## src/switch_control_defs.vh

```
// Overview of operation
// RULE_01: while reset_hold is one, hold all switch logic in reset except management slave.
// RULE_02: reset_hold zero lets switching run; later changes have no effect.
// RULE_03: eeprom initialization error, or eeprom contents, set reset_hold automatically.
// RULE_04: register_write_unlock one lets write_when_unlocked fields update, else read-only.
// RULE_05: register_write_unlock defaults zero but is set during reset operation.
// RULE_06: power_budget_value_unlock, itself lockable, makes power budget values writable.
// RULE_07: link_down_hot_reset_disable blocks only link-down hot resets.
// RULE_08: hot_reset_eeprom_load_skip omits eeprom load step during hot reset.
// RULE_09: relaxed_ordering_disable forces strong ordering of all transactions.
// RULE_10: peer_traffic_disable makes downstream non-upstream requests unsupported.
// RULE_11: cut_through_disable selects store-and-forward between all ports.
// RULE_12: locked_tlp_ignore drops lock side effects; locked requests route normally.
// RULE_13: sticky fields keep their values through hot reset.
// RULE_14: reserved bits 13:9 and 31:16 read zero and ignore writes.
`ifndef SWITCH_CONTROL_DEFS_VH
`define SWITCH_CONTROL_DEFS_VH
`define SWITCH_CONTROL_OFFSET   12'h404
`define BIT_RESET_HOLD          2
`define BIT_REG_UNLOCK          3
`define BIT_PB_UNLOCK           4
`define BIT_LD_HRST_DIS         5
`define BIT_HRST_EE_SKIP        6
`define BIT_RO_DIS              7
`define BIT_P2P_DIS             8
`define BIT_CT_DIS              14
`define BIT_LOCK_IGNORE         15
`define SWITCH_CONTROL_RW_MASK  32'h0000C1FC
`define SWITCH_CONTROL_RESET    32'h00000000
`endif

```

## src/sync_bit.v

```verilog
`timescale 1ns/10ps
module sync_bit (
    input  wire core_clk_in,
    input  wire rst_in,
    input  wire d_in,
    output wire q_out
);
    reg meta_r;
    reg q_r;
    always @(posedge core_clk_in) begin
        if (rst_in) begin
            meta_r <= 1'b0;
            q_r    <= 1'b0;
        end else begin
            meta_r <= d_in;
            q_r    <= meta_r;
        end
    end
    assign q_out = q_r;
endmodule

```

## src/switch_control.v

```verilog
`timescale 1ns/10ps
`include "switch_control_defs.vh"
module switch_control (
    input  wire        core_clk_in,
    input  wire        rst_in,
    input  wire        hot_reset_in,
    input  wire        reset_op_active_in,
    input  wire        reset_op_done_in,
    input  wire        eeprom_error_in,
    input  wire        eeprom_set_hold_in,
    input  wire        reg_wr_in,
    input  wire        reg_rd_in,
    input  wire [11:0] reg_addr_in,
    input  wire [31:0] reg_wdata_in,
    input  wire        link_dl_down_in,
    input  wire        hot_reset_other_in,
    input  wire        ds_req_in,
    input  wire        ds_req_to_us_in,
    input  wire        tlp_ro_attr_in,
    input  wire        tlp_locked_in,
    output reg  [31:0] reg_rdata_out,
    output wire        switch_reset_out,
    output wire        hot_reset_start_out,
    output wire        hot_reset_eeprom_load_out,
    output wire        relaxed_ordering_out,
    output wire        unsupported_request_out,
    output wire        store_and_forward_out,
    output wire        lock_effects_out,
    output wire        write_when_unlocked_en_out,
    output wire        power_budget_value_wr_en_out
);
    localparam [31:0] RESET_VALUE = `SWITCH_CONTROL_RESET;

    // field flip-flops; every one of them is sticky across hot reset
    reg         reset_hold_r;
    reg         register_write_unlock_r;
    reg         power_budget_value_unlock_r;
    reg         link_down_hot_reset_disable_r;
    reg         hot_reset_eeprom_load_skip_r;
    reg         relaxed_ordering_disable_r;
    reg         peer_traffic_disable_r;
    reg         cut_through_disable_r;
    reg         locked_tlp_ignore_r;
    reg         hold_latched_r;

    // next values of the flip-flops above
    reg         reset_hold_nxt;
    reg         register_write_unlock_nxt;
    reg         power_budget_value_unlock_nxt;
    reg         link_down_hot_reset_disable_nxt;
    reg         hot_reset_eeprom_load_skip_nxt;
    reg         relaxed_ordering_disable_nxt;
    reg         peer_traffic_disable_nxt;
    reg         cut_through_disable_nxt;
    reg         locked_tlp_ignore_nxt;
    reg         hold_latched_nxt;
    reg  [31:0] rdata_nxt;
    reg  [31:0] rd_val;

    wire        dl_down_s;
    wire        wr_hit;
    wire        rd_hit;
    wire        eeprom_hold_req;

    // link state arrives from another clock domain
    sync_bit u_dl_sync (
        .core_clk_in (core_clk_in),
        .rst_in      (rst_in),
        .d_in        (link_dl_down_in),
        .q_out       (dl_down_s)
    );

    assign wr_hit          = reg_wr_in && (reg_addr_in == `SWITCH_CONTROL_OFFSET);
    assign rd_hit          = reg_rd_in && (reg_addr_in == `SWITCH_CONTROL_OFFSET);
    assign eeprom_hold_req = eeprom_error_in || eeprom_set_hold_in;

    // a set request in the same cycle as a clearing write keeps the halt
    // RULE_03: eeprom sets hold
    always @* begin
        reset_hold_nxt = reset_hold_r;
        if (wr_hit) begin
            reset_hold_nxt = reg_wdata_in[`BIT_RESET_HOLD];
        end
        if (eeprom_hold_req) begin
            reset_hold_nxt = 1'h1;
        end
    end

    // reset sequencing overrides software so eeprom loading reaches locked fields
    // RULE_05: unlocked during reset
    always @* begin
        register_write_unlock_nxt = register_write_unlock_r;
        if (wr_hit) begin
            register_write_unlock_nxt = reg_wdata_in[`BIT_REG_UNLOCK];
        end
        if (reset_op_active_in) begin
            register_write_unlock_nxt = 1'h1;
        end
    end

    // the unlock bit is judged as it stood before the write
    // RULE_06: lockable budget unlock
    always @* begin
        power_budget_value_unlock_nxt = power_budget_value_unlock_r;
        if (wr_hit && register_write_unlock_r) begin
            power_budget_value_unlock_nxt = reg_wdata_in[`BIT_PB_UNLOCK];
        end
    end

    // plain read-write control fields
    always @* begin
        link_down_hot_reset_disable_nxt = link_down_hot_reset_disable_r;
        hot_reset_eeprom_load_skip_nxt  = hot_reset_eeprom_load_skip_r;
        relaxed_ordering_disable_nxt    = relaxed_ordering_disable_r;
        peer_traffic_disable_nxt        = peer_traffic_disable_r;
        cut_through_disable_nxt         = cut_through_disable_r;
        locked_tlp_ignore_nxt           = locked_tlp_ignore_r;
        if (wr_hit) begin
            link_down_hot_reset_disable_nxt = reg_wdata_in[`BIT_LD_HRST_DIS];
            hot_reset_eeprom_load_skip_nxt  = reg_wdata_in[`BIT_HRST_EE_SKIP];
            relaxed_ordering_disable_nxt    = reg_wdata_in[`BIT_RO_DIS];
            peer_traffic_disable_nxt        = reg_wdata_in[`BIT_P2P_DIS];
            cut_through_disable_nxt         = reg_wdata_in[`BIT_CT_DIS];
            locked_tlp_ignore_nxt           = reg_wdata_in[`BIT_LOCK_IGNORE];
        end
    end

    // the halt is decided when a reset operation completes; clearing
    // reset_hold then releases the switch, setting it later does nothing
    // RULE_02: halt release
    always @* begin
        hold_latched_nxt = hold_latched_r;
        if (reset_op_done_in) begin
            hold_latched_nxt = reset_hold_r;
        end else if (!reset_hold_r) begin
            hold_latched_nxt = 1'h0;
        end
    end

    // only rst_in returns the fields to their defaults; no hot reset input reaches here
    // RULE_13: sticky through hot reset
    always @(posedge core_clk_in) begin
        if (rst_in) begin
            reset_hold_r                  <= RESET_VALUE[`BIT_RESET_HOLD];
            register_write_unlock_r       <= RESET_VALUE[`BIT_REG_UNLOCK];
            power_budget_value_unlock_r   <= RESET_VALUE[`BIT_PB_UNLOCK];
            link_down_hot_reset_disable_r <= RESET_VALUE[`BIT_LD_HRST_DIS];
            hot_reset_eeprom_load_skip_r  <= RESET_VALUE[`BIT_HRST_EE_SKIP];
            relaxed_ordering_disable_r    <= RESET_VALUE[`BIT_RO_DIS];
            peer_traffic_disable_r        <= RESET_VALUE[`BIT_P2P_DIS];
            cut_through_disable_r         <= RESET_VALUE[`BIT_CT_DIS];
            locked_tlp_ignore_r           <= RESET_VALUE[`BIT_LOCK_IGNORE];
            hold_latched_r                <= 1'h0;
        end else begin
            reset_hold_r                  <= reset_hold_nxt;
            register_write_unlock_r       <= register_write_unlock_nxt;
            power_budget_value_unlock_r   <= power_budget_value_unlock_nxt;
            link_down_hot_reset_disable_r <= link_down_hot_reset_disable_nxt;
            hot_reset_eeprom_load_skip_r  <= hot_reset_eeprom_load_skip_nxt;
            relaxed_ordering_disable_r    <= relaxed_ordering_disable_nxt;
            peer_traffic_disable_r        <= peer_traffic_disable_nxt;
            cut_through_disable_r         <= cut_through_disable_nxt;
            locked_tlp_ignore_r           <= locked_tlp_ignore_nxt;
            hold_latched_r                <= hold_latched_nxt;
        end
    end

    // control outputs toward the switch core

    // RULE_01: core held in reset
    assign switch_reset_out = hold_latched_r || reset_op_active_in;

    // RULE_04: lockable fields gated
    assign write_when_unlocked_en_out   = register_write_unlock_r;
    assign power_budget_value_wr_en_out = power_budget_value_unlock_r;

    // RULE_07: link-down cause masked
    assign hot_reset_start_out = hot_reset_in || hot_reset_other_in ||
                                 (dl_down_s && !link_down_hot_reset_disable_r);

    // RULE_08: eeprom step skipped
    assign hot_reset_eeprom_load_out = !hot_reset_eeprom_load_skip_r;

    // RULE_09: strong ordering override
    assign relaxed_ordering_out = tlp_ro_attr_in && !relaxed_ordering_disable_r;

    // RULE_10: peer requests refused
    assign unsupported_request_out = peer_traffic_disable_r && ds_req_in && !ds_req_to_us_in;

    // RULE_11: forwarding mode select
    assign store_and_forward_out = cut_through_disable_r;

    // RULE_12: lock semantics dropped
    assign lock_effects_out = tlp_locked_in && !locked_tlp_ignore_r;

    // the reset trigger bits 1:0 are handled outside this block and read zero
    // RULE_14: reserved bits zero
    always @* begin
        rd_val                      = 32'h00000000;
        rd_val[`BIT_RESET_HOLD]     = reset_hold_r;
        rd_val[`BIT_REG_UNLOCK]     = register_write_unlock_r;
        rd_val[`BIT_PB_UNLOCK]      = power_budget_value_unlock_r;
        rd_val[`BIT_LD_HRST_DIS]    = link_down_hot_reset_disable_r;
        rd_val[`BIT_HRST_EE_SKIP]   = hot_reset_eeprom_load_skip_r;
        rd_val[`BIT_RO_DIS]         = relaxed_ordering_disable_r;
        rd_val[`BIT_P2P_DIS]        = peer_traffic_disable_r;
        rd_val[`BIT_CT_DIS]         = cut_through_disable_r;
        rd_val[`BIT_LOCK_IGNORE]    = locked_tlp_ignore_r;
    end

    // unmatched addresses return zero; data stands until the next read
    always @* begin
        rdata_nxt = reg_rdata_out;
        if (rd_hit) begin
            rdata_nxt = rd_val & `SWITCH_CONTROL_RW_MASK;
        end else if (reg_rd_in) begin
            rdata_nxt = 32'h00000000;
        end
    end

    always @(posedge core_clk_in) begin
        if (rst_in) begin
            reg_rdata_out <= 32'h00000000;
        end else begin
            reg_rdata_out <= rdata_nxt;
        end
    end
endmodule

```

## config.mk

```make
export PLATFORM = sky130hd
export DESIGN_NAME = switch_control
export DESIGN_NICKNAME = d
export VERILOG_FILES = /design/src/sync_bit.v /design/src/switch_control.v
export VERILOG_INCLUDE_DIRS = /design/src
export SDC_FILE = /design/constraint.sdc
export NUM_CORES = 1
export LEC_CHECK = 0
export BUFFER_PORTS_ARGS = -buffer_cell sky130_fd_sc_hd__clkbuf_2
export CAP_MARGIN = 5
export CELL_PAD_IN_SITES_DETAIL_PLACEMENT = 1
export CELL_PAD_IN_SITES_GLOBAL_PLACEMENT = 2
export CORE_MARGIN = 5
export CORE_UTILIZATION = 15
export DETAILED_ROUTE_END_ITERATION = 10
export GPL_TIMING_DRIVEN = 0
export PLACE_DENSITY = 0.7
export SYNTH_ARGS = -nofsm -noshare
export SYNTH_HDL_FRONTEND = slang
export SYNTH_SLANG_ARGS = --single-unit
```

## constraint.sdc

```tcl
create_clock -name core_clk_in -period 1.6 [get_ports core_clk_in]
set_input_delay 0.16 -clock core_clk_in [delete_from_list [all_inputs] [get_ports core_clk_in]]
set_output_delay 0.16 -clock core_clk_in [all_outputs]
set_load 0.03 [all_outputs]
```

== Word-level counts from Yosys, hierarchy flattened ==
Index checks and enable logic that the tools add are counted.
Word-level totals
  flip-flop bits (word level): 21
  logic and storage cells: 43
  output and inout port bits: 41
  input bits: 59
  memory bits (writable): 0
  bits in latches: 0
  ROM bits: 0
  memories kept: 0
Operators by class
  $lt $le $gt $ge: 0
  $mul: 0
  mux-type cells: 8
  bitwise logic cells: 0
  equal/unequal tests: 2
  div/mod/pow operators: 0
  shift-type cells: 0
  $add $sub $neg: 0
  reduce and logical (&&, ||, !) cells: 20
Operators by type and width (number)
  $mux 16: 2
  $eq 12x11->1 const B: 1
  $logic_and 1x1->1: 8
  $mux 1: 6
  $reduce_bool 2->1: 3
  $logic_not 1->1: 5
  $logic_or 1x1->1: 4
  $ne 2x2->1 const B: 1

== Longest topological paths before layout ==
Gate-level depths: netlist (run 1).
  word-level depth: 4
  gate-level depth with buffers: 5
  mapped depth without buffers: 4

== Cells and area by module ==
A second synthesis (run 1) with hierarchy kept.
Unflattened totals
  cell total of the unflattened synthesis: 107
  area total of the unflattened synthesis: 999.7 µm²
Modules (own cells, without submodules)
  switch_control: seq. area each 380.4 µm², instances 1, area each 947.2 µm², cells each 103
  sync_bit: seq. area each 40.0 µm², instances 1, area each 52.6 µm², cells each 4

== Worst setup path before layout (run 1) ==
No wires, ideal clock.
  path kind: input-to-reg
  start: input port reg_addr_in[11]
  end: register register_write_unlock_r (netlist: write_when_unlocked_en_out)
  path slack: 0.049 ns
  arrival: 1.419 ns
  path buffers: 1
  data required time: 1.468 ns
  stages on the path: 5
  setup time: 0.132 ns
  cell sequence: or4b_4 -> nor4_2 -> buf_6 -> mux2i_1 -> a21oi_1
On the way
  cells in the longest elaborated chain, start to end: 3
RTL lines
  start, declared: line switch_control.v:13  | input wire [11:0] reg_addr_in,
  $eq 12x11->1 (no line)
  $logic_and 1x1->1: line switch_control.v:73  | assign wr_hit = reg_wr_in && (reg_addr_in == `SWITCH_CONTROL_OFFSET);
  $reduce_bool 2->1 (no line)
  end signal, assigned: line switch_control.v:145  | register_write_unlock_r <= RESET_VALUE[`BIT_REG_UNLOCK];
  end signal, assigned: line switch_control.v:156  | register_write_unlock_r <= register_write_unlock_nxt;
  end, declared: line switch_control.v:36  | reg register_write_unlock_r;
Every way passes these cells.
A chain may end at the register's enable or synchronous reset.

== Worst setup path after layout (run 1) ==
  start: input port reg_addr_in[11]
  end: register reg_rdata_out[6]
On the way
  cells in the longest elaborated chain, start to end: 3
  elaborated cells between the ends (all ways): 4
  classes of those cells: eq/ne (1); mux (1); reduce/logical (2)
RTL lines
  $eq 12x11->1 (no line) *
  $logic_and 1x1->1 *: line switch_control.v:74  | assign rd_hit = reg_rd_in && (reg_addr_in == `SWITCH_CONTROL_OFFSET);
  $mux 16 / $reduce_bool 2->1 (equally long branches)
  end signal, assigned: line switch_control.v:225  | reg_rdata_out <= rdata_nxt;
  end, declared: line switch_control.v:21  | output reg [31:0] reg_rdata_out,
Mark *: on every way between the ends. The rest lies on a longest branch, timed or not.

==> results of run 1 <==
==> Yosys cell counts <==
master and instances:
buf_4 23, dfxtp_1 21, nor2_1 19, a22oi_1 9, mux2i_1 8, inv_1 4
nor2b_1 4, a21oi_1 3, clkbuf_1 2, or4b_4 2, a21bo_2 1, buf_6 1
clkinv_1 1, conb_1 1, nand2_1 1, nand3_1 1, nor3b_1 1, nor4_2 1
nor4_4 1, o21ai_0 1, or2_2 1, or4_1 1
==> worst max-delay path, stage by stage <==
cell	delay, ps
clkbuf_2	80
or4b_4	550
nor4_4	620
a22oi_1	130
nor2_1	130
==> per-stage QoR <==
stage                     power (uW)  instances  instance area (sq um)
after floorplan                  702        129                   1080
after global routing            1180        263                   1490
after CTS                       1130        263                   1490
final                           1100        263                   1490
after global placement           760        259                   1440
after detailed placement         762        259                   1440
==> layer usage <==
layer	share of wire [%]	GRT usage, %
met4	1.2	3.02
met3	10	2.13
met2	49	12.4
met1	40	8.44
met5	0	0
==> registers in the layout, summed over array words and instances (netlist names) <==
signal and count:
link_down_hot_reset_disable_r 1, power_budget_value_wr_en_out 1, relaxed_ordering_disable_r 1, u_dl_sync.meta_r 1, store_and_forward_out 1, hot_reset_eeprom_load_skip_r 1, hold_latched_r 1, u_dl_sync.q_out 1
peer_traffic_disable_r 1, reset_hold_r 1, write_when_unlocked_en_out 1, locked_tlp_ignore_r 1, reg_rdata_out 9
==> final cells by class <==
cell class                      instances  area, sq um  area share [%]
Inverter                                5         18.8            1.26
Timing Repair Buffer                   53          265            17.8
Clock buffer                            3         41.3            2.77
Multi-Input combinational cell         77          452            30.3
Buffer                                 26          191            12.8
Clock inverter                          1         5.00           0.336
Tap cell                               77         96.3            6.47
Sequential cell                        21          420            28.2
==> how the worst max path moves through the flow <==
stage	end	start	slack, ps
floorplan	write_when_unlocked_en_out	reg_addr_in[11]	50
global placement	write_when_unlocked_en_out	reg_addr_in[11]	-140
detailed placement	write_when_unlocked_en_out	reg_addr_in[11]	-180
CTS	write_when_unlocked_en_out	reg_addr_in[11]	110
global route	reg_rdata_out[6]	reg_addr_in[11]	3
finish	reg_rdata_out[6]	reg_addr_in[11]	110
==> cell usage in the layout, fill, tap and decap left out <==
cell      netlist  routed
a21bo_2         1       1
nor4_4          1       1
or4b_4          2       2
clkbuf_8        0       3
nand3_1         1       1
clkinv_2        0       1
clkbuf_2        0      53
clkbuf_1        2       2
nor3b_1         1       1
a21oi_1         3       3
conb_1          1      23
buf_6           1       1
clkinv_1        1       1
mux2i_1         8       8
or2_2           1       1
buf_4          23      23
inv_1           4       4
nor2b_1         4       4
o21ai_0         1       1
or4_1           1       1
a22oi_1         9       9
dfxtp_1        21      21
nor4_2          1       1
nor2_1         19      19
nand2_1         1       1
==> power groups by stage <==
stage | registers, uW | clock network, uW | logic [uW]
2_1_floorplan | 548 | 0 | 154
3_3_place_gp | 547 | 0 | 213
3_5_place_dp | 547 | 0 | 215
4_1_cts | 534 | 376 | 216
5_1_grt | 535 | 406 | 235
6_report | 534 | 346 | 216
==> cell families after synthesis <==
| kind of cell | count (synthesis) | synth area share, % |
|---|---|---|
| flip-flops | 21 | 42.1 |
| AND/OR/NAND/NOR | 32 | 18.8 |
| multiplexers | 8 | 8.01 |
| buffers and inverters | 31 | 21.0 |
| AO/OA/AOI/OAI | 14 | 9.76 |
| other | 1 | 0.375 |
==> impl_metrics.env, run 1 <==
export IMPL_clk_path_buf_depth=2
export IMPL_worst_slew_pin_transition_ps=648
export IMPL_reg_to_reg_endpoint="power_budget_value_wr_en_out"
export IMPL_ctsResizeCount=0
export IMPL_post_drt_wl_per_cell_um=11.2
export IMPL_max_clock_freq_mhz=673
export IMPL_slew_limit_headroom_pct=56.5
export IMPL_critPathMaxFanout=9
export IMPL_finalHoldViolations=0
export IMPL_rsz0062_at_grt="no"
export IMPL_worstHoldPathCells=2
export IMPL_clkSlewWorstSetupHoldPaths_ps=80
export IMPL_yosys_area_top_type_share_pct=42.1
export IMPL_number_of_drc_violations_after_detailed_routing_iteration_0=16
export IMPL_synth_warnings=0
export IMPL_layout_cells_sized_above_1_pct=46.8
export IMPL_grt_ovfl_total=0
export IMPL_ctsHoldBuffers=0
export IMPL_floorplan_die_width_um=91.6
export IMPL_fin_worst_skew_ps=1.95
export IMPL_slew_violations=0
export IMPL_finalHoldWorstSlack_ps=80.4
export IMPL_mappedNetlistArea_sq_um=1000
export IMPL_synth_avg_cell_area_sq_um=9.34
export IMPL_detailroute_via_count=947
export IMPL_hold_path_class="in2reg"
export IMPL_netSwitchingFraction_pct=28.1
export IMPL_post_drt_via_cell_ratio=3.60
export IMPL_worst_hold_startpoint="rst_in"
export IMPL_place_gp_congestion=0.620
export IMPL_remaining_drc_errors=0
export IMPL_root_buffer="clkbuf_8"
export IMPL_synth_top_cells_by_area="dfxtp_1 (42%), buf_4 (17%), mux2i_1 (8.0%)"
export IMPL_clock_latency_ps=260
export IMPL_cts_buf_count=3
export IMPL_irDropWorstVdd_uv=217
export IMPL_drv_cap=0
export IMPL_grt_antenna_before_repair=0
export IMPL_ys_ff_latch=21
export IMPL_finish_utilization_pct=23.2
export IMPL_fp_coreArea_sq_um=6420
export IMPL_fin_crit_sh_pct=92.9
export IMPL_endpoint_with_the_worst_hold_slack="u_dl_sync.meta_r"
export IMPL_postSynthCellCount=107
export IMPL_routed_wl_um=2940
export IMPL_status="complete, no violations"
export IMPL_synthToLayoutAreaGrowth_pct=49.1
export IMPL_first_pass_detailed_route_iteration_total=4
export IMPL_critPathLaunchType="primary input"
export IMPL_totalNegativeSetupSlack_ps=0
export IMPL_layout_setup_ws_ps=114
export IMPL_maximum_number_of_pins_on_one_net_before_global_route_repair=13
export IMPL_crit_required_ps=1790
export IMPL_initial_core_util_pct=15.6
export IMPL_r2r_cells=2
export IMPL_drtAntennaViolNets=0
export IMPL_critPathCaptureType="flop"
export IMPL_synth_distinct_cells=22
export IMPL_die_h_um=91.6
export IMPL_share_clk_of_total_power_pct=31.6
export IMPL_reg2reg_from="write_when_unlocked_en_out"
export IMPL_std_cell_rows=29
export IMPL_insertedDiodeCount=0
export IMPL_dp_hpwl_um=2430
export IMPL_synthDominantAreaCellType="dfxtp_1"
export IMPL_critical_path_class="in2reg"
export IMPL_via_count_of_the_first_global_routing_pass=1006
export IMPL_cts_max_level=1
export IMPL_final_period_minus_worst_setup_slack_ps=1490
export IMPL_clock_sinks=21
export IMPL_pin_count=100
export IMPL_grt_first_pass_wirelength_um=4930
export IMPL_fillerInstances=769
export IMPL_synth_seq_area_share_pct=42.1
export IMPL_cts_tree="built"
export IMPL_finish_net_count=246
export IMPL_power_per_cell_area_nw_per_um2=735
export IMPL_p_sw_uw=308
export IMPL_preCtsSetupSlack_ps=-179
export IMPL_power_share_sequential_pct=48.7
export IMPL_timing_final_setup_violations=0
export IMPL_io_buffer_count=53
export IMPL_share_comb_of_total_power_pct=19.7
export IMPL_p_leak_uw=0.000735
export IMPL_globalRouteTotalUtil_pct=7.24
export IMPL_reg2reg_slack_ps=850
export IMPL_cp_data_arrival_time_ps=1680
export IMPL_power_report_internal_total_uw=787
export IMPL_post_cts_repair_setup_buffers=0
export IMPL_dieArea_sq_um=8400
(Power assumes the default switching activity.)
==> run 2: changes to the inputs <==
--- a/config.mk
+++ b/config.mk
@@ -8,13 +8,11 @@
 export LEC_CHECK = 0
 export BUFFER_PORTS_ARGS = -buffer_cell sky130_fd_sc_hd__clkbuf_2
 export CAP_MARGIN = 5
-export CELL_PAD_IN_SITES_DETAIL_PLACEMENT = 1
-export CELL_PAD_IN_SITES_GLOBAL_PLACEMENT = 2
 export CORE_MARGIN = 5
-export CORE_UTILIZATION = 15
+export CORE_UTILIZATION = 32
 export DETAILED_ROUTE_END_ITERATION = 10
 export GPL_TIMING_DRIVEN = 0
-export PLACE_DENSITY = 0.7
+export PLACE_DENSITY = 0.73
 export SYNTH_ARGS = -nofsm -noshare
 export SYNTH_HDL_FRONTEND = slang
 export SYNTH_SLANG_ARGS = --single-unit
==> run 2 against run 1 <==
Effect of this change:
- clock-buffer cell count stayed put
- core utilization grew 24 points
- cell count shrank 13%
- hold slack worse by 47 ps
- non-clock buffer count unchanged
- clock skew barely moved
- register-to-register slack hardly changed
==> impl_metrics.env, run 2 (synthesis results as in run 1) <==
export IMPL_status="complete, no violations"
export IMPL_finalHoldWorstSlack_ps=33.3
export IMPL_maximum_number_of_pins_on_one_net_before_global_route_repair=13
export IMPL_finish_net_count=246
export IMPL_root_buffer="clkbuf_4"
export IMPL_post_placement_cell_count=226
export IMPL_postPlaceCellArea_sq_um=1400
export IMPL_irDropWorstVdd_uv=392
export IMPL_post_drt_via_cell_ratio=3.89
export IMPL_hold_path_class="in2reg"
export IMPL_remaining_drc_errors=0
export IMPL_reg2reg_from="power_budget_value_wr_en_out"
export IMPL_grt_ovfl_total=0
export IMPL_final_common_cell="clkbuf_2"
export IMPL_clock_latency_ps=300
export IMPL_share_comb_of_total_power_pct=21.4
export IMPL_clk_path_buf_depth=2
export IMPL_std_cell_rows=20
export IMPL_fillerInstances=324
export IMPL_dp_hpwl_um=1900
export IMPL_routed_wl_um=2300
export IMPL_share_clk_of_total_power_pct=24.8
export IMPL_drv_cap=0
export IMPL_grt_first_pass_wirelength_um=3530
export IMPL_reg2reg_slack_ps=840
export IMPL_insertedDiodeCount=0
export IMPL_fin_area_sq_um=1430
export IMPL_initial_core_util_pct=33.0
export IMPL_die_h_um=65.9
export IMPL_place_gp_congestion=0.670
export IMPL_critPathMaxFanout=10
export IMPL_fin_total_pwr_uw=994
export IMPL_endpoint_with_the_worst_hold_slack="u_dl_sync.meta_r"
export IMPL_flip_flop_count_of_the_largest_register_all_copies_and_words_added=9
export IMPL_cts_max_level=1
export IMPL_pin_count=100
export IMPL_clkSlewWorstSetupHoldPaths_ps=110
export IMPL_path_cells="clkbuf_2 -> or4b_4 -> nor4_2 -> buf_6 -> mux2i_1 -> a21oi_1"
export IMPL_post_cts_repair_setup_buffers=0
export IMPL_critical_path_top_delay_family="simple AND/OR/NAND/NOR gates"
export IMPL_ctsResizeCount=0
export IMPL_finalHoldViolations=0
export IMPL_io_buffer_count=53
export IMPL_power_report_internal_total_uw=708
export IMPL_layout_cells_sized_above_1_pct=46.8
export IMPL_r2r_cells=2
export IMPL_final_period_minus_worst_setup_slack_ps=1410
export IMPL_detailroute_via_count=895
export IMPL_critPathCaptureType="flop"
export IMPL_power_share_sequential_pct=53.8
export IMPL_worst_path_max_delay_cell="or4b_4"
export IMPL_wl_met3_um=272
export IMPL_finalNonFillerCells=230
export IMPL_synthToLayoutAreaGrowth_pct=43.1
export IMPL_power_per_cell_area_nw_per_um2=695
export IMPL_most_common_layout_cells="clkbuf_2 (53), buf_4 (23), conb_1 (23)"
export IMPL_p_leak_uw=0.000727
export IMPL_wl_met2_um=1050
export IMPL_dieArea_sq_um=4340
export IMPL_first_pass_detailed_route_iteration_total=4
export IMPL_floorplan_die_width_um=65.9
export IMPL_critical_path_class="in2reg"
export IMPL_slew_violations=0
export IMPL_p_sw_uw=286
export IMPL_reg_to_reg_endpoint="power_budget_value_wr_en_out"
export IMPL_timing_final_setup_violations=0
export IMPL_top_register="reg_rdata_out"
export IMPL_number_of_drc_violations_after_detailed_routing_iteration_0=10
export IMPL_worst_slew_pin_transition_ps=570
export IMPL_clock_sinks=21
export IMPL_globalRouteTotalUtil_pct=10.2
export IMPL_worst_hold_startpoint="rst_in"
export IMPL_critPathLaunchType="primary input"
export IMPL_cts_tree="built"
export IMPL_via_count_of_the_first_global_routing_pass=855
export IMPL_max_clock_freq_mhz=711
export IMPL_timing_critical_path_slowest_cell_delay_ps=560
export IMPL_critical_path_n_buffers_inverters=2
export IMPL_cts_buf_count=3
export IMPL_drtAntennaViolNets=0
export IMPL_fp_coreArea_sq_um=3030
export IMPL_crit_required_ps=1780
export IMPL_fin_crit_sh_pct=87.9
export IMPL_grt_antenna_before_repair=0
export IMPL_netSwitchingFraction_pct=28.8
export IMPL_top_layer_used="met4"
export IMPL_worstHoldPathCells=2
export IMPL_cp_data_arrival_time_ps=1580
export IMPL_fin_worst_skew_ps=2.14
export IMPL_rsz0062_at_grt="no"
export IMPL_post_drt_wl_per_cell_um=10.0
export IMPL_slew_limit_headroom_pct=61.7
export IMPL_drt_met1_wl_um=956
export IMPL_ctsHoldBuffers=0
-- run 2: cell counts in the layout (fill, tap and decap cells not counted) --
Identical to the previous run, type by type.
-- run 2: worst reg2reg max path: stages (launching register included) --
cell	delay, ps
dfxtp_1	370
a21bo_2	220
a21oi_1	110
-- run 2: routing by layer --
| metal | global-route usage [%] | vias up |
|---|---|---|
| met5 | 0 | - |
| met4 | 4.66 | 0 |
| met3 | 3.06 | 4 |
| met2 | 18.3 | 51 |
| met1 | 11.0 | 371 |
| li1 | - | 469 |
-- run 2: power groups by stage --
stage                     logic, uW  clock network, uW  registers (uW)
final                           213                246             534
after CTS                       212                254             534
after detailed placement        211                  0             546
after global placement          210                  0             546
after floorplan                 154                  0             548
after global routing            228                279             536
-- run 2: worst max path at each step --
stage,from,slack (ps),cells past startpoint,to
floorplan,reg_addr_in[11],50,5,write_when_unlocked_en_out
CTS,reg_addr_in[11],180,6,reset_hold_r
global route,reg_addr_in[11],110,6,write_when_unlocked_en_out
global placement,reg_addr_in[11],-140,6,write_when_unlocked_en_out
finish,reg_addr_in[11],190,6,write_when_unlocked_en_out
detailed placement,reg_addr_in[11],-120,6,reset_hold_r
-- run 2: per-stage QoR --
| stage | setup slack [ps] | util, % | setup TNS, ps |
|---|---|---|---|
| after global placement | -144 | 46.3 | -1730 |
| final | 194 | 47.2 | 0 |
| after detailed placement | -122 | 46.3 | -1730 |
| after floorplan | 48.6 | - | 0 |
| after global routing | 109 | 47.2 | 0 |
| after CTS | 183 | 47.2 | 0 |
-- run 2: area by class of cell --
cell class	count	area [sq um]	share of cell area [%]
timing repair buffer	53	265	18.5
inverter	5	18.8	1.31
clock inverter	1	5.00	0.350
buffer	26	191	13.4
tap	44	55.1	3.85
multi-input combinational	77	452	31.6
clock buffer	3	22.5	1.57
sequential	21	420	29.4
==> run 3: changes to the inputs <==
--- a/config.mk
+++ b/config.mk
@@ -6,7 +6,7 @@
 export SDC_FILE = /design/constraint.sdc
 export NUM_CORES = 1
 export LEC_CHECK = 0
-export BUFFER_PORTS_ARGS = -buffer_cell sky130_fd_sc_hd__clkbuf_2
+export BUFFER_PORTS_ARGS = -buffer_cell sky130_fd_sc_hd__buf_2
 export CAP_MARGIN = 5
 export CORE_MARGIN = 5
 export CORE_UTILIZATION = 32
==> run 3 against run 2 <==
Effect of this change:
- hold slack got worse by 5.6 ps
- non-clock buffer count unchanged
- clock skew about the same
- core utilization unchanged
- sequential power about the same
- via count decreased by 1.3%
- fmax decreased by 0.98%
- die area unchanged
- critical path type unchanged
- critical endpoint unchanged
- largest cell class unchanged
==> impl_metrics.env, run 3 (synthesis results as in run 1) <==
export IMPL_status="complete, no violations"
export IMPL_drtAntennaViolNets=0
export IMPL_rsz0062_at_grt="no"
export IMPL_grt_antenna_before_repair=0
export IMPL_ctsHoldBuffers=0
export IMPL_r2r_cells=2
export IMPL_post_drt_via_cell_ratio=3.84
export IMPL_post_drt_wl_per_cell_um=9.93
export IMPL_reg_to_reg_endpoint="power_budget_value_wr_en_out"
export IMPL_critical_path_class="in2reg"
export IMPL_slew_limit_headroom_pct=62.5
export IMPL_grt_first_pass_wirelength_um=3340
export IMPL_most_common_layout_cells="buf_2 (53), buf_4 (23), conb_1 (23)"
export IMPL_reg2reg_slack_ps=850
export IMPL_critPathCaptureType="flop"
export IMPL_clock_latency_ps=290
export IMPL_routed_wl_um=2280
export IMPL_critical_path_top_delay_family="simple AND/OR/NAND/NOR gates"
export IMPL_number_of_drc_violations_after_detailed_routing_iteration_0=25
export IMPL_finish_net_count=246
export IMPL_fin_worst_skew_ps=2.57
export IMPL_worstHoldPathCells=2
export IMPL_worst_path_max_delay_cell="or4b_4"
export IMPL_critPathMaxFanout=10
export IMPL_top_register="reg_rdata_out"
export IMPL_slew_violations=0
export IMPL_post_cts_repair_setup_buffers=0
export IMPL_ctsResizeCount=0
export IMPL_cts_tree="built"
export IMPL_fillerInstances=319
export IMPL_cp_data_arrival_time_ps=1600
export IMPL_postPlaceCellArea_sq_um=1400
export IMPL_drv_cap=0
export IMPL_totalNegativeSetupSlack_ps=0
export IMPL_finalHoldViolations=0
export IMPL_floorplan_die_width_um=65.9
export IMPL_endpoint_with_the_worst_hold_slack="u_dl_sync.meta_r"
export IMPL_layout_setup_ws_ps=180
export IMPL_place_gp_congestion=0.688
export IMPL_std_cell_rows=20
export IMPL_fin_crit_sh_pct=88.7
export IMPL_dieArea_sq_um=4340
export IMPL_fp_coreArea_sq_um=3030
export IMPL_crit_required_ps=1780
export IMPL_timing_final_setup_violations=0
export IMPL_via_count_of_the_first_global_routing_pass=803
export IMPL_reg2reg_from="power_budget_value_wr_en_out"
export IMPL_grt_ovfl_total=0
export IMPL_worst_hold_startpoint="rst_in"
export IMPL_synthToLayoutAreaGrowth_pct=43.1
export IMPL_worst_slew_pin_transition_ps=558
export IMPL_hold_path_class="in2reg"
export IMPL_dp_hpwl_um=1810
export IMPL_final_common_cell="buf_2"
export IMPL_cts_buf_count=3
export IMPL_fin_total_pwr_uw=994
export IMPL_io_buffer_count=53
export IMPL_clkSlewWorstSetupHoldPaths_ps=120
export IMPL_detailroute_via_count=883
export IMPL_globalRouteTotalUtil_pct=9.64
export IMPL_die_h_um=65.9
export IMPL_power_per_cell_area_nw_per_um2=695
export IMPL_cts_max_level=1
export IMPL_flip_flop_count_of_the_largest_register_all_copies_and_words_added=9
export IMPL_path_cells="buf_2 -> or4b_4 -> nor4_2 -> buf_6 -> mux2i_1 -> a21oi_1"
export IMPL_remaining_drc_errors=0
export IMPL_root_buffer="clkbuf_4"
export IMPL_first_pass_detailed_route_iteration_total=2
export IMPL_irDropWorstVdd_uv=392
export IMPL_p_leak_uw=0.000728
export IMPL_clk_path_buf_depth=2
export IMPL_pin_count=100
export IMPL_preCtsSetupSlack_ps=-148
export IMPL_layout_cells_sized_above_1_pct=46.8
export IMPL_max_clock_freq_mhz=704
export IMPL_insertedDiodeCount=0
export IMPL_final_period_minus_worst_setup_slack_ps=1420
export IMPL_finalHoldWorstSlack_ps=27.7
export IMPL_critical_path_n_buffers_inverters=2
export IMPL_clock_sinks=21
export IMPL_critPathLaunchType="primary input"
export IMPL_timing_critical_path_slowest_cell_delay_ps=560
export IMPL_fin_area_sq_um=1430
export IMPL_maximum_number_of_pins_on_one_net_before_global_route_repair=13
export IMPL_initial_core_util_pct=33.0
[run 3: cell type report]
cell class | count | area, sq um | share of cell area (%)
plain buffers | 26 | 191 | 13.4
repair buffers | 53 | 265 | 18.5
clock buffers | 3 | 22.5 | 1.57
inverters | 5 | 18.8 | 1.31
flip-flops and latches | 21 | 420 | 29.4
well taps | 44 | 55.1 | 3.85
clock inverters | 1 | 5.00 | 0.350
multi-input cells | 77 | 452 | 31.6
[run 3: report_power, final]
| part | switching (uW) | total [uW] | internal, uW |
|---|---|---|---|
| registers | 4.10 | 534 | 530 |
| clock network | 155 | 248 | 92.9 |
| logic | 128 | 213 | 84.9 |
| total | 287 | 994 | 708 |
[run 3: metrics by stage]
stage | utilization [%] | std cells
after floorplan | - | 129
after global placement | 46.3 | 226
after detailed placement | 46.3 | 226
after CTS | 47.2 | 230
after global routing | 47.2 | 230
final | 47.2 | 230
[run 3: worst max-delay path by stage]
stage                    startpoint                    endpoint  slack [ps]  cells after the start
finish              reg_addr_in[11]  write_when_unlocked_en_out         180                      6
global route        reg_addr_in[11]            reg_rdata_out[2]          80                      5
CTS                 reg_addr_in[11]  write_when_unlocked_en_out         160                      6
detailed placement  reg_addr_in[11]  write_when_unlocked_en_out        -150                      6
global placement    reg_addr_in[11]  write_when_unlocked_en_out        -160                      6
floorplan           reg_addr_in[11]  write_when_unlocked_en_out          50                      5
[run 3: worst reg2reg max path: cells and delay by family (launching register included)]
family / cells / cell delay (ps)
flip-flops: 1 / 370
AO/OA/AOI/OAI: 2 / 330
[run 3: routing by layer]
| metal | vias to the layer above | routed length, um | track usage (%) |
|---|---|---|---|
| met5 | - | 0 | 0 |
| met4 | 0 | 0 | 2.33 |
| met3 | 0 | 311 | 3.74 |
| met2 | 49 | 1020 | 17.8 |
| met1 | 365 | 949 | 10.1 |
| li1 | 469 | - | - |
